**src/pkg/tlic_pkg.sv**
```systemverilog
// constants, offsets and field layout of the two level interrupt controller
package tlic_pkg;

   // ==========================================================
   // sources and vectors
   localparam int          NSRC         = 17;
   localparam int          IDX_W        = 5;
   localparam logic [15:0] VEC_BASE     = 16'h0003;
   localparam logic [15:0] VEC_STEP     = 16'h0008;
   // sources whose pending flag clears itself when the core vectors
   localparam logic [16:0] HW_CLEAR_MASK = 17'h0000f;

   // ==========================================================
   // register byte offsets on the apb bus
   localparam logic [7:0] OFS_EN0      = 8'h00;
   localparam logic [7:0] OFS_EN1      = 8'h04;
   localparam logic [7:0] OFS_EN2      = 8'h08;
   localparam logic [7:0] OFS_PRI0     = 8'h0c;
   localparam logic [7:0] OFS_PRI1     = 8'h10;
   localparam logic [7:0] OFS_PRI2     = 8'h14;
   localparam logic [7:0] OFS_PEND     = 8'h18;
   localparam logic [7:0] OFS_PEND_CLR = 8'h1c;
   localparam logic [7:0] OFS_STATUS   = 8'h20;

   // ==========================================================
   // field layout
   localparam int GLOBAL_EN_BIT = 7;
   localparam int EN0_SRC_W     = 7;
   localparam int EN2_SRC_W     = 2;

   // ==========================================================
   // reset values
   localparam logic [7:0]  EN_RST   = 8'h00;
   localparam logic [7:0]  PRI_RST  = 8'h00;
   localparam logic [16:0] PEND_RST = 17'h00000;

endpackage

```
**src/pkg/tlic_arb_if.sv**
```systemverilog
// request vector and winner between the controller and a priority encoder
`timescale 1ns/10ps
interface tlic_arb_if;
   logic [16:0] req;
   logic        found;
   logic [4:0]  idx;

   modport enc  (input req, output found, idx);
   modport user (output req, input found, idx);
endinterface

```
**src/design/tlic_prio_enc.sv**
```systemverilog
// fixed order priority encoder: lowest index wins
`timescale 1ns/10ps
module tlic_prio_enc (
   // request vector in, winner out
   tlic_arb_if.enc arb
);

   // scan from the top so the lowest set index is the last one kept
   always_comb begin
      arb.found = 1'b0;
      arb.idx   = '0;
      for (int i = tlic_pkg::NSRC - 1; i >= 0; i--) begin
         if (arb.req[i]) begin
            arb.found = 1'b1;
            arb.idx   = i[tlic_pkg::IDX_W-1:0];
         end
      end
   end

endmodule

```
**src/design/tlic_top.sv**
```systemverilog
// two level interrupt controller with apb registers and core handshake
//
// Function
// - source event sets its pending flag
// - flag sets even while source disabled
// - enabled flag requests call at instruction end
// - return resumes the interrupted program
// - per source enable bit in three registers
// - source enables honoured only with global enable
// - global enable low blocks every source
// - stale request taken before single cycle instruction
// - stale request dropped before multi cycle instruction
// - some flags self clear on vector
// - flag still set after return re-requests
// - software set of flag acts like event
// - seventeen sources with own vector and order
// - per source priority bit, low after reset
// - high preempts low, high never preempted
// - higher level wins simultaneous requests
// - fixed order breaks ties within level
// - decode every clock, one detect cycle
// - equal level waits return plus one instruction
`timescale 1ns/10ps
module tlic_top (
   // apb slave
   input  wire logic        pclk,
   input  wire logic        presetn,
   input  wire logic        psel,
   input  wire logic        penable,
   input  wire logic        pwrite,
   input  wire logic [7:0]  paddr,
   input  wire logic [31:0] pwdata,
   output logic      [31:0] prdata,
   output logic             pready,
   output logic             pslverr,
   // interrupt sources
   input  wire logic [16:0] src_event,
   // processor core
   input  wire logic        instr_done,
   input  wire logic        irq_ack,
   input  wire logic        return_done,
   output logic             irq_req,
   output logic      [15:0] irq_vector,
   output logic             irq_level,
   output logic             irq_active_lo,
   output logic             irq_active_hi
);

   // ==========================================================
   // state
   logic [7:0]  en0_reg;
   logic [7:0]  en1_reg;
   logic [1:0]  en2_reg;
   logic [6:0]  pri0_reg;
   logic [7:0]  pri1_reg;
   logic [1:0]  pri2_reg;
   logic [16:0] pend_reg;
   logic [16:0] pend_next;
   logic        samp_valid_reg;
   logic [4:0]  samp_idx_reg;
   logic        samp_lvl_reg;
   logic        req_reg;
   logic [4:0]  req_idx_reg;
   logic [15:0] vec_reg;
   logic        lvl_reg;
   logic        act_lo_reg;
   logic        act_hi_reg;
   logic        hold_reg;
   logic [31:0] prdata_reg;
   logic        pready_reg;
   logic        pslverr_reg;

   // ==========================================================
   // apb decode
   wire         apb_setup = psel & ~penable;
   wire         apb_wr    = psel & penable & pready_reg & pwrite;
   wire         aligned   = (paddr[1:0] == 2'b00);
   wire         sel_en0   = aligned & (paddr == tlic_pkg::OFS_EN0);
   wire         sel_en1   = aligned & (paddr == tlic_pkg::OFS_EN1);
   wire         sel_en2   = aligned & (paddr == tlic_pkg::OFS_EN2);
   wire         sel_pri0  = aligned & (paddr == tlic_pkg::OFS_PRI0);
   wire         sel_pri1  = aligned & (paddr == tlic_pkg::OFS_PRI1);
   wire         sel_pri2  = aligned & (paddr == tlic_pkg::OFS_PRI2);
   wire         sel_pend  = aligned & (paddr == tlic_pkg::OFS_PEND);
   wire         sel_pclr  = aligned & (paddr == tlic_pkg::OFS_PEND_CLR);
   wire         sel_stat  = aligned & (paddr == tlic_pkg::OFS_STATUS);
   wire         addr_ok   = sel_en0 | sel_en1 | sel_en2 | sel_pri0 | sel_pri1
                          | sel_pri2 | sel_pend | sel_pclr | sel_stat;

   // read mux; narrow registers sit low, upper bits zero
   wire [31:0]  rd_data =
        sel_en0  ? {24'h000000, en0_reg}
      : sel_en1  ? {24'h000000, en1_reg}
      : sel_en2  ? {30'h00000000, en2_reg}
      : sel_pri0 ? {25'h0000000, pri0_reg}
      : sel_pri1 ? {24'h000000, pri1_reg}
      : sel_pri2 ? {30'h00000000, pri2_reg}
      : sel_pend ? {15'h0000, pend_reg}
      : sel_stat ? {22'h000000, req_reg, hold_reg, lvl_reg, act_hi_reg,
                    act_lo_reg, req_idx_reg}
      : 32'h00000000;

   // ==========================================================
   // apb answer: one wait-free access phase, error on unmapped
   always_ff @(posedge pclk or negedge presetn) begin
      if (!presetn) begin
         prdata_reg  <= 32'h00000000;
         pready_reg  <= 1'b0;
         pslverr_reg <= 1'b0;
      end else begin
         pready_reg  <= apb_setup;
         pslverr_reg <= apb_setup & ~addr_ok;
         if (apb_setup) begin
            prdata_reg <= rd_data;
         end
      end
   end

   // ==========================================================
   // enable and priority registers
   always_ff @(posedge pclk or negedge presetn) begin
      if (!presetn) begin
         en0_reg  <= tlic_pkg::EN_RST;
         en1_reg  <= tlic_pkg::EN_RST;
         en2_reg  <= tlic_pkg::EN_RST[1:0];
         pri0_reg <= tlic_pkg::PRI_RST[6:0];
         pri1_reg <= tlic_pkg::PRI_RST;
         pri2_reg <= tlic_pkg::PRI_RST[1:0];
      end else if (apb_wr) begin
         if (sel_en0)  en0_reg  <= pwdata[7:0];
         if (sel_en1)  en1_reg  <= pwdata[7:0];
         if (sel_en2)  en2_reg  <= pwdata[1:0];
         if (sel_pri0) pri0_reg <= pwdata[6:0];
         if (sel_pri1) pri1_reg <= pwdata[7:0];
         if (sel_pri2) pri2_reg <= pwdata[1:0];
      end
   end

   // ==========================================================
   // pending flags
   wire         global_irq_enable = en0_reg[tlic_pkg::GLOBAL_EN_BIT];
   wire [16:0]  en_vec    = {en2_reg, en1_reg, en0_reg[tlic_pkg::EN0_SRC_W-1:0]};
   wire [16:0]  pri_vec   = {pri2_reg, pri1_reg, pri0_reg};
   wire [16:0]  ack_onehot = 17'(17'h00001 << req_idx_reg);
   // sets win over both clears so no event is lost
   wire [16:0]  set_mask  = src_event
                          | ({17{apb_wr & sel_pend}} & pwdata[16:0]);
   wire [16:0]  clr_mask  = ({17{apb_wr & sel_pclr}} & pwdata[16:0])
                          | ({17{req_reg & irq_ack}} & ack_onehot
                             & tlic_pkg::HW_CLEAR_MASK);

   assign pend_next = (pend_reg & ~clr_mask) | set_mask;

   always_ff @(posedge pclk or negedge presetn) begin
      if (!presetn) begin
         pend_reg <= tlic_pkg::PEND_RST;
      end else begin
         pend_reg <= pend_next;
      end
   end

   // ==========================================================
   // arbitration: high level beats low, fixed order within level
   tlic_arb_if hi_arb ();
   tlic_arb_if lo_arb ();

   wire [16:0]  eligible  = pend_reg & en_vec & {17{global_irq_enable}};
   // a running high handler blocks all; a running low one blocks low
   assign hi_arb.req = eligible & pri_vec & {17{~act_hi_reg}};
   assign lo_arb.req = eligible & ~pri_vec
                     & {17{~act_hi_reg & ~act_lo_reg}};

   tlic_prio_enc u_hi_enc (
      .arb (hi_arb.enc)
   );

   tlic_prio_enc u_lo_enc (
      .arb (lo_arb.enc)
   );

   wire         cand_valid = hi_arb.found | lo_arb.found;
   wire [4:0]   cand_idx   = hi_arb.found ? hi_arb.idx : lo_arb.idx;

   // ==========================================================
   // one detect cycle; the sample is one clock old when the boundary
   // comes, so a request seen just before an enable clear survives a
   // single cycle instruction but is re-decoded during a longer one
   always_ff @(posedge pclk or negedge presetn) begin
      if (!presetn) begin
         samp_valid_reg <= 1'b0;
         samp_idx_reg   <= '0;
         samp_lvl_reg   <= 1'b0;
      end else begin
         samp_valid_reg <= cand_valid;
         samp_idx_reg   <= cand_idx;
         samp_lvl_reg   <= hi_arb.found;
      end
   end

   // ==========================================================
   // request to the core, raised only at an instruction boundary
   wire         take = instr_done & samp_valid_reg & ~hold_reg
                     & ~req_reg & ~return_done;
   wire [15:0]  take_vec = 16'(tlic_pkg::VEC_BASE
                              + 16'(samp_idx_reg) * tlic_pkg::VEC_STEP);

   always_ff @(posedge pclk or negedge presetn) begin
      if (!presetn) begin
         req_reg     <= 1'b0;
         req_idx_reg <= '0;
         vec_reg     <= 16'h0000;
         lvl_reg     <= 1'b0;
      end else if (take) begin
         req_reg     <= 1'b1;
         req_idx_reg <= samp_idx_reg;
         vec_reg     <= take_vec;
         lvl_reg     <= samp_lvl_reg;
      end else if (irq_ack) begin
         req_reg     <= 1'b0;
      end
   end

   // ==========================================================
   // active levels; return closes the highest one open
   always_ff @(posedge pclk or negedge presetn) begin
      if (!presetn) begin
         act_lo_reg <= 1'b0;
         act_hi_reg <= 1'b0;
      end else if (req_reg & irq_ack) begin
         if (lvl_reg) act_hi_reg <= 1'b1;
         else         act_lo_reg <= 1'b1;
      end else if (return_done) begin
         if (act_hi_reg) act_hi_reg <= 1'b0;
         else            act_lo_reg <= 1'b0;
      end
   end

   // ==========================================================
   // after a return one more instruction runs before any new call
   always_ff @(posedge pclk or negedge presetn) begin
      if (!presetn) begin
         hold_reg <= 1'b0;
      end else if (return_done) begin
         hold_reg <= 1'b1;
      end else if (instr_done) begin
         hold_reg <= 1'b0;
      end
   end

   // ==========================================================
   // outputs, all from flops
   assign prdata        = prdata_reg;
   assign pready        = pready_reg;
   assign pslverr       = pslverr_reg;
   assign irq_req       = req_reg;
   assign irq_vector    = vec_reg;
   assign irq_level     = lvl_reg;
   assign irq_active_lo = act_lo_reg;
   assign irq_active_hi = act_hi_reg;
endmodule

```
**config.mk**
```make
export PLATFORM = sky130hd
export DESIGN_NAME = tlic_top
export DESIGN_NICKNAME = d
export VERILOG_FILES = /design/src/pkg/tlic_pkg.sv /design/src/pkg/tlic_arb_if.sv /design/src/design/tlic_prio_enc.sv /design/src/design/tlic_top.sv
export SDC_FILE = /design/constraint.sdc
export NUM_CORES = 1
export LEC_CHECK = 0
export BUFFER_PORTS_ARGS = -buffer_cell sky130_fd_sc_hd__buf_4
export CAP_MARGIN = 20
export CORE_ASPECT_RATIO = 0.9
export CORE_MARGIN = 4
export CORE_UTILIZATION = 30
export CTS_CLUSTER_SIZE = 40
export DETAILED_ROUTE_END_ITERATION = 8
export SETUP_SLACK_MARGIN = 0.1
export SLEW_MARGIN = 0
export SYNTH_ARGS = -nofsm -noshare
export SYNTH_HDL_FRONTEND = slang
export SYNTH_SLANG_ARGS = --single-unit
```
**constraint.sdc**
```tcl
create_clock -name pclk -period 1.65 [get_ports pclk]
set_input_delay 0 -clock pclk [delete_from_list [all_inputs] [get_ports pclk]]
set_output_delay 0 -clock pclk [all_outputs]
set_load 0.02 [all_outputs]
```
==> results of run 1 <==
-- power groups by stage --
| stage | sequential (W) | combinational [W] | clock, W |
|---|---|---|---|
| after global placement | 0.00226 | 0.000461 | 0 |
| after CTS | 0.00222 | 0.000547 | 0.00218 |
| after global routing | 0.00223 | 0.000602 | 0.00227 |
| after floorplan | 0.00229 | 0.000195 | 0 |
| after detailed placement | 0.00227 | 0.000467 | 0 |
| final | 0.00222 | 0.000554 | 0.00215 |
-- layout make-up --
type | count | area [sq um] | share of cell area [%]
inverters | 9 | 33.78 | 0.4345
clock buffers | 10 | 239.0 | 3.074
flip-flops and latches | 89 | 2231 | 28.69
well taps | 207 | 259.0 | 3.331
clock inverters | 6 | 66.31 | 0.8529
multi-input cells | 383 | 2724 | 35.03
repair buffers | 273 | 2222 | 28.58
-- synth_stat cells (2+ instances only) --
master      n
a211o_1     6
a211oi_1    6
a21o_1      9
a21oi_1    26
a221o_1    14
a221oi_1   14
a22oi_1     2
a31oi_1     5
and2_1      2
and3_1      4
and3b_1     2
and4_1      2
buf_2       5
buf_4      28
clkbuf_1    9
dfrtp_1    89
inv_1       8
mux2_2     40
nand2_1    61
nand2b_1   13
nand3_1    28
nand3b_1   10
nand4_1     5
nor2_1     23
nor2b_1     2
nor3_1     11
nor3_2      3
nor4_1      3
o211ai_1    5
o21ai_0    21
o21bai_1    3
o2bb2ai_1   6
or2_2       4
or3_1       3
or3b_1      2
-- logic make-up after synthesis --
logic type / count (synthesis) / share of synthesized area (%)
simple gates: 191 / 20.87
flops: 89 / 44.81
buf+inv: 54 / 6.696
mux: 40 / 9.063
compound gates: 128 / 18.48
other cells: 1 / 0.07546
-- layout by cell type, fill, tap and decap left out, types with 11 or more instances in the layout --
cell type	count
nand2b_1	11
buf_4	223
mux2_2	39
nand2_2	12
dlygate4sd3_1	40
a21oi_1	21
nand3_1	26
o21ai_0	15
conb_1	24
a221o_1	14
nand2_1	46
nor2_1	21
dfrtp_1	86
-- metal layers --
metal  track usage, %  vias to the layer above  wire (microns)
li1                 -                     2350               -
met4            6.257                        0             490
met3            3.884                       32            1245
met5                0                        -               0
met2            34.12                      202            9187
met1            29.88                     2550            9026
-- how the worst min path moves through the flow --
| stage | startpoint | end | slack [ns] |
|---|---|---|---|
| after floorplan | presetn | en0_reg[0]$_DFFE_PN0P_ | -0.30 |
| after global placement | presetn | prdata[10]$_DFFE_PN0P_ | -0.002 |
| after detailed placement | presetn | irq_req$_DFFE_PN0P_ | 0.003 |
| after CTS | paddr[0] | pslverr$_DFF_PN0_ | 0.15 |
| after global routing | presetn | prdata[12]$_DFFE_PN0P_ | 0.20 |
| final | paddr[0] | pslverr$_DFF_PN0_ | 0.15 |
-- worst max-delay path, stage by stage (launching register included) --
cell and delay [ns]:
dfrtp_2 0.43, or3b_4 0.39, buf_6 0.15, buf_12 0.13, nor3_2 0.20, a221oi_2 0.05
o21bai_1 0.16, a22oi_2 0.08, o32ai_2 0.22
-- through the flow --
step	hold slack, ns	util [%]
floorplan	-0.2956	-
global placement	-0.001734	41.82
detailed placement	0.003096	41.82
CTS	0.1450	47.10
global route	0.1971	48.04
finish	0.1520	48.04
-- what timing repair did --
action / CTS / global route
pin swaps: 12 / 15
gates resized for setup: 32 / 29
buffers inserted: 6 / 4
hold buffers: 40 / 0
hold endpoints to repair: 88 / 0
setup endpoints to repair: 30 / 25
==> metrics.yaml, run 1 <==
worst_setup_path:
  cp.required_ns: 1.91
  reg2reg_depth: 8
  r2r-start: "irq_active_hi$_DFFE_PN0P_"
  setup.worst_path.end: "samp_idx_reg[0]$_DFF_PN0_"
  worstPathArrival_ns: 2.15
  worstSetupStartpoint: "irq_active_hi$_DFFE_PN0P_"
  r2r_end: "samp_idx_reg[0]$_DFF_PN0_"
  cp-start-kind: "flop"
  reg2reg_slack_ns: -0.24
  crit_fanout: 7
  end_kind: "flop"
  crit_type: "flop to flop"
cts:
  clock-sinks: 89
  clk_pin_slew_ns: 0.07
  cts-root-buf: "clkbuf_16"
  tritoncts: "done"
  clk_latency_ns: 0.35
  cts_buffer_depth: 2
  cts_inserted_buffers: 9
  htreeDepth: 3
global_routing:
  track_usage_pct: 21.39
  overflow: 0
  grt_pass1_vias: 5083
  grt_max_degree: 36
  antenna_found_initial: 0
  grt_pass1_wl_microns: 29830
layout:
  layout-drive-gt1-share_pct: 46.36
  finalNetCount: 830
  insertedDiodeCount: 0
  fin_area_sq_mm: 0.007775
  area_growth_pct: 56.45
  fillCellCount: 1509
  final_cells: 977
place:
  dp_hpwl_microns: 15440
  port_buffers: 79
  post-place-ws_ns: -0.3291
  dp_cells: 911
  placed_cell_area_sq_mm: 0.006769
  place.gp.congestion: 0.9660
floorplan:
  dieWidth_microns: 143.7
  rows: 44
  dieArea_sq_mm: 0.01869
  io_pins: 119
  die_height_microns: 130.1
  core-area_sq_mm: 0.01619
  initial_core_util_pct: 30.71
synth:
  yosysUniqueCellTypes: 64
  ys_warn_count: 0
  yosys_register_bits: 89
  syn_area_sq_mm: 0.004970
  async_reset_ff_share_pct: 100.0
  syn_avg_cell_area_sq_um: 9.880
  synth_top_cell_by_area: "dfrtp_1"
  seq_area_frac_synth_pct: 44.81
  synth_top_area_share_pct: 44.81
  syn_inst: 503
  synth_edf_count: 0
  synth.area.top_cells: "dfrtp_1 45%, mux2_2 9.1%, nand2_1 4.6%"
  synth-main-ff-cell: "dfrtp_1"
pwr:
  pwr-share-comb_pct: 11.2
  p_clk_share_pct: 43.7
  seqPwrFrac_pct: 45.1
  power_w: 0.004931
  p_sw_share_pct: 25.36
  power_density_mw_per_mm2: 634.2
  peakVddDrop_mv: 0.5408
  p_sw_w: 0.001250
  p_int_w: 0.003680
  p_leak_nw: 3.673
sta:
  setup_slack_ns: -0.2363
  fin_tns_setup_ns: -1.193
  clock_skew_ns: 0.01034
  rsz0062_at_grt: "true"
  clock.fmax_mhz: 530.1
  period_minus_slack_ns: 1.886
  fin_crit_sh_pct: 114.3
  finalHoldViolations: 0
  setup_viol: 6
  tightest_slew_ns: 0.5358
  max-slew-margin-rel_pct: 63.90
  final_max_slew_viol_count: 0
status:
  violations: "setup timing"
  status: "complete, but fails checks"
drt:
  totalWireLength_microns: 19950
  via_count: 5134
  wl_per_cell_microns: 20.42
  viasPerCell: 5.255
  drcViolationCount: 0
  first_iter_violations: 547
  first_pass_iters: 5
  drtAntennaViolNets: 0
min_path:
  whs_path_depth: 4
  hp-class: "input port to flop"
flow_run:
  drv_cap: 0
Power figures use the tool's default switching activity.
==> run 2, diff against run 1 <==
Clock period 1.65 ns to 2.4 ns, I/O delays scaled along.
==> run 2 against run 1 <==
Net effect: the run now ends clean; wire length fell by 17%; highest routed layer unchanged; combinational power shrank 39%; clock skew shrank 0.0044 ns; first-iteration DRC count is 15% lower; register-to-register slack gained 0.51 ns; via count shrank 12%; clock-buffer cell count did not move; utilization decreased by 8.2 points; flip-flop and latch count unchanged; cell count decreased by 14%.
==> metrics.yaml, run 2 (same netlist as run 1, synthesis figures left out) <==
cts:
  clock-sinks: 89  # unchanged
  cts-root-buf: "clkbuf_16"
  htreeDepth: 3  # unchanged
  tritoncts: "done"
  clk_latency_ns: 0.35  # about the same
  cts_inserted_buffers: 9  # unchanged
  clk_pin_slew_ns: 0.07  # about the same
  cts_buffer_depth: 2  # unchanged
layout:
  final_common_cell: "buf_4"
  finalNetCount: 695  # -16%
  layout-drive-gt1-share_pct: 27.40  # -19 points
  mostFrequentLayoutCells: "98 x buf_4, 89 x dfrtp_1, 61 x nand2_1"
  insertedDiodeCount: 0  # unchanged
  final_util_pct: 39.87  # -8.2 points
  area_growth_pct: 29.83
sta:
  finalHoldViolations: 0  # unchanged
  fin_crit_sh_pct: 88.67  # -26 points
  clock.fmax_mhz: 469.9  # -11%
  fin_tns_setup_ns: 0  # +1.193 ns
  setup_viol: 0  # -6
  max-slew-margin-rel_pct: 51.55  # -12 points
  rsz0062_at_grt: "false"
  tightest_slew_ns: 0.7223  # +0.1865 ns
  final_max_slew_viol_count: 0  # unchanged
  clock_skew_ns: 0.005985  # -0.004359 ns
  finalHoldWorstSlack_ns: 0.04558  # -0.1064 ns
  period_minus_slack_ns: 2.128  # +0.2417 ns
floorplan:
  die_height_microns: 130.1  # unchanged
  io_pins: 119  # unchanged
  dieArea_sq_mm: 0.01869  # unchanged
  initial_core_util_pct: 30.71  # unchanged
  dieWidth_microns: 143.7  # unchanged
  core-area_sq_mm: 0.01619  # unchanged
  rows: 44  # unchanged
global_routing:
  grt_pass1_vias: 4445  # -13%
  antenna_found_initial: 0  # unchanged
  overflow: 0  # unchanged
  grt_max_degree: 90  # +150%
  track_usage_pct: 18.09  # -3.3 points
  grt_pass1_wl_microns: 25710  # -14%
drt:
  totalWireLength_microns: 16610  # -17%
  first_pass_iters: 6  # +1
  via_count: 4513  # -12%
  drcViolationCount: 0  # unchanged
  drtAntennaViolNets: 0  # unchanged
  wl_per_cell_microns: 19.73  # -3.4%
  first_iter_violations: 465  # -15%
  viasPerCell: 5.360  # +2.0%
pwr:
  p_leak_nw: 2.864  # -22%
  power_density_mw_per_mm2: 489.8  # -23%
  seqPwrFrac_pct: 48.4  # +3.3 points
  p_int_w: 0.002365  # -36%
  p_clk_share_pct: 41.0  # -2.7 points
  p_sw_share_pct: 25.15  # -0.21 points
  pwr-share-comb_pct: 10.6  # -0.6 points
  p_sw_w: 0.0007947  # -36%
  peakVddDrop_mv: 0.3304  # -39%
worst_setup_path:
  worstPathArrival_ns: 2.39  # +0.24 ns
  crit_type: "flop to flop"
  end_kind: "flop"
  crit_fanout: 5  # -2
  cp-start-kind: "flop"
  cp.required_ns: 2.66  # +0.75 ns
min_path:
  hp-class: "input port to flop"
status:
  status: "finished, final reports clean"
flow_run:
  drv_cap: 0  # unchanged
place:
  dp_hpwl_microns: 12190  # -21%
  port_buffers: 79  # unchanged
  place.gp.congestion: 0.9156  # -5.2%
-- run 2: cell types whose count changed in the layout (fill, tap and decap cells not counted), moves of 4 or more --
cell	before	now
buf_6	6	0
nand2_2	12	0
nand2_1	46	61
a21oi_1	21	26
buf_4	223	98
a221oi_1	10	14
o21ai_0	15	21
a21oi_2	4	0
a221oi_2	4	0
o21ai_2	5	0
-- run 2: cell type report --
cell class / count / area, sq um
Clock buffer: 10 / 229.0
Sequential cell: 89 / 2227
Clock inverter: 6 / 45.04
Multi-Input combinational cell: 383 / 2512
Timing Repair Buffer: 138 / 1146
Inverter: 9 / 33.78
Tap cell: 207 / 259.0
Fill cell: 1602 / 9733
-- run 2: what timing repair did --
action / 4_1_cts / 5_1_grt
gates resized for setup: 0 / 3
setup buffers: 0 / 2
endpoints found under the setup margin: 0 / 3
hold buffers: 39 / 0
hold endpoints to repair: 144 / 0
-- run 2: final timing paths --
path	from	end	slack, ns	depth (start not counted)
worst max register to register	pri2_reg[0]$_DFFE_PN0P_	samp_idx_reg[2]$_DFF_PN0_	0.27	6
worst min-delay path	paddr[3]	prdata[1]$_DFFE_PN0P_	0.05	3
max in group asynchronous	presetn	samp_valid_reg$_DFF_PN0_	1.76	3
min in group asynchronous	presetn	prdata[16]$_DFFE_PN0P_	0.19	3
worst max-delay path	pri2_reg[0]$_DFFE_PN0P_	samp_idx_reg[2]$_DFF_PN0_	0.27	6
worst min register to register	prdata[11]$_DFFE_PN0P_	prdata[11]$_DFFE_PN0P_	0.48	2
-- run 2: routing by layer --
metal / share of wire [%] / global-route usage (%) / vias to the layer above / routed length, microns
met5: 0 / 0 / - / 0
met4: 2.6 / 6.368 / 0 / 429
met3: 7.0 / 3.225 / 26 / 1166
met2: 45 / 28.38 / 220 / 7511
met1: 45 / 25.23 / 2184 / 7506
li1: - / - / 2083 / -
-- run 2: power by group through the flow --
| stage | registers (W) | clock network [W] | logic, W |
|---|---|---|---|
| 4_1_cts | 0.00153 | 0.00134 | 0.000335 |
| 3_3_place_gp | 0.00156 | 0 | 0.000278 |
| 3_5_place_dp | 0.00156 | 0 | 0.000284 |
| 5_1_grt | 0.00153 | 0.00140 | 0.000368 |
| 6_report | 0.00153 | 0.00130 | 0.000336 |
| 2_1_floorplan | 0.00157 | 0 | 0.000134 |
-- run 2: worst max-delay path: stages, from the launching register on --
cell     delay (ns)
dfrtp_1        0.45
nand3_1        0.17
a41oi_1        0.17
nor3_2         0.32
nand4_1        0.25
or4_1          0.56
o21ai_0        0.10
-- run 2: per-stage QoR --
stage,cells,setup WS (ns),power (W),instance area (sq um)
after floorplan,526,0.4759,0.001706,5056
after global placement,785,0.2592,0.001835,5757
after detailed placement,785,0.2067,0.001841,5757
after CTS,840,0.1754,0.003202,6421
after global routing,842,0.09530,0.003294,6452
final,842,0.2720,0.003160,6452
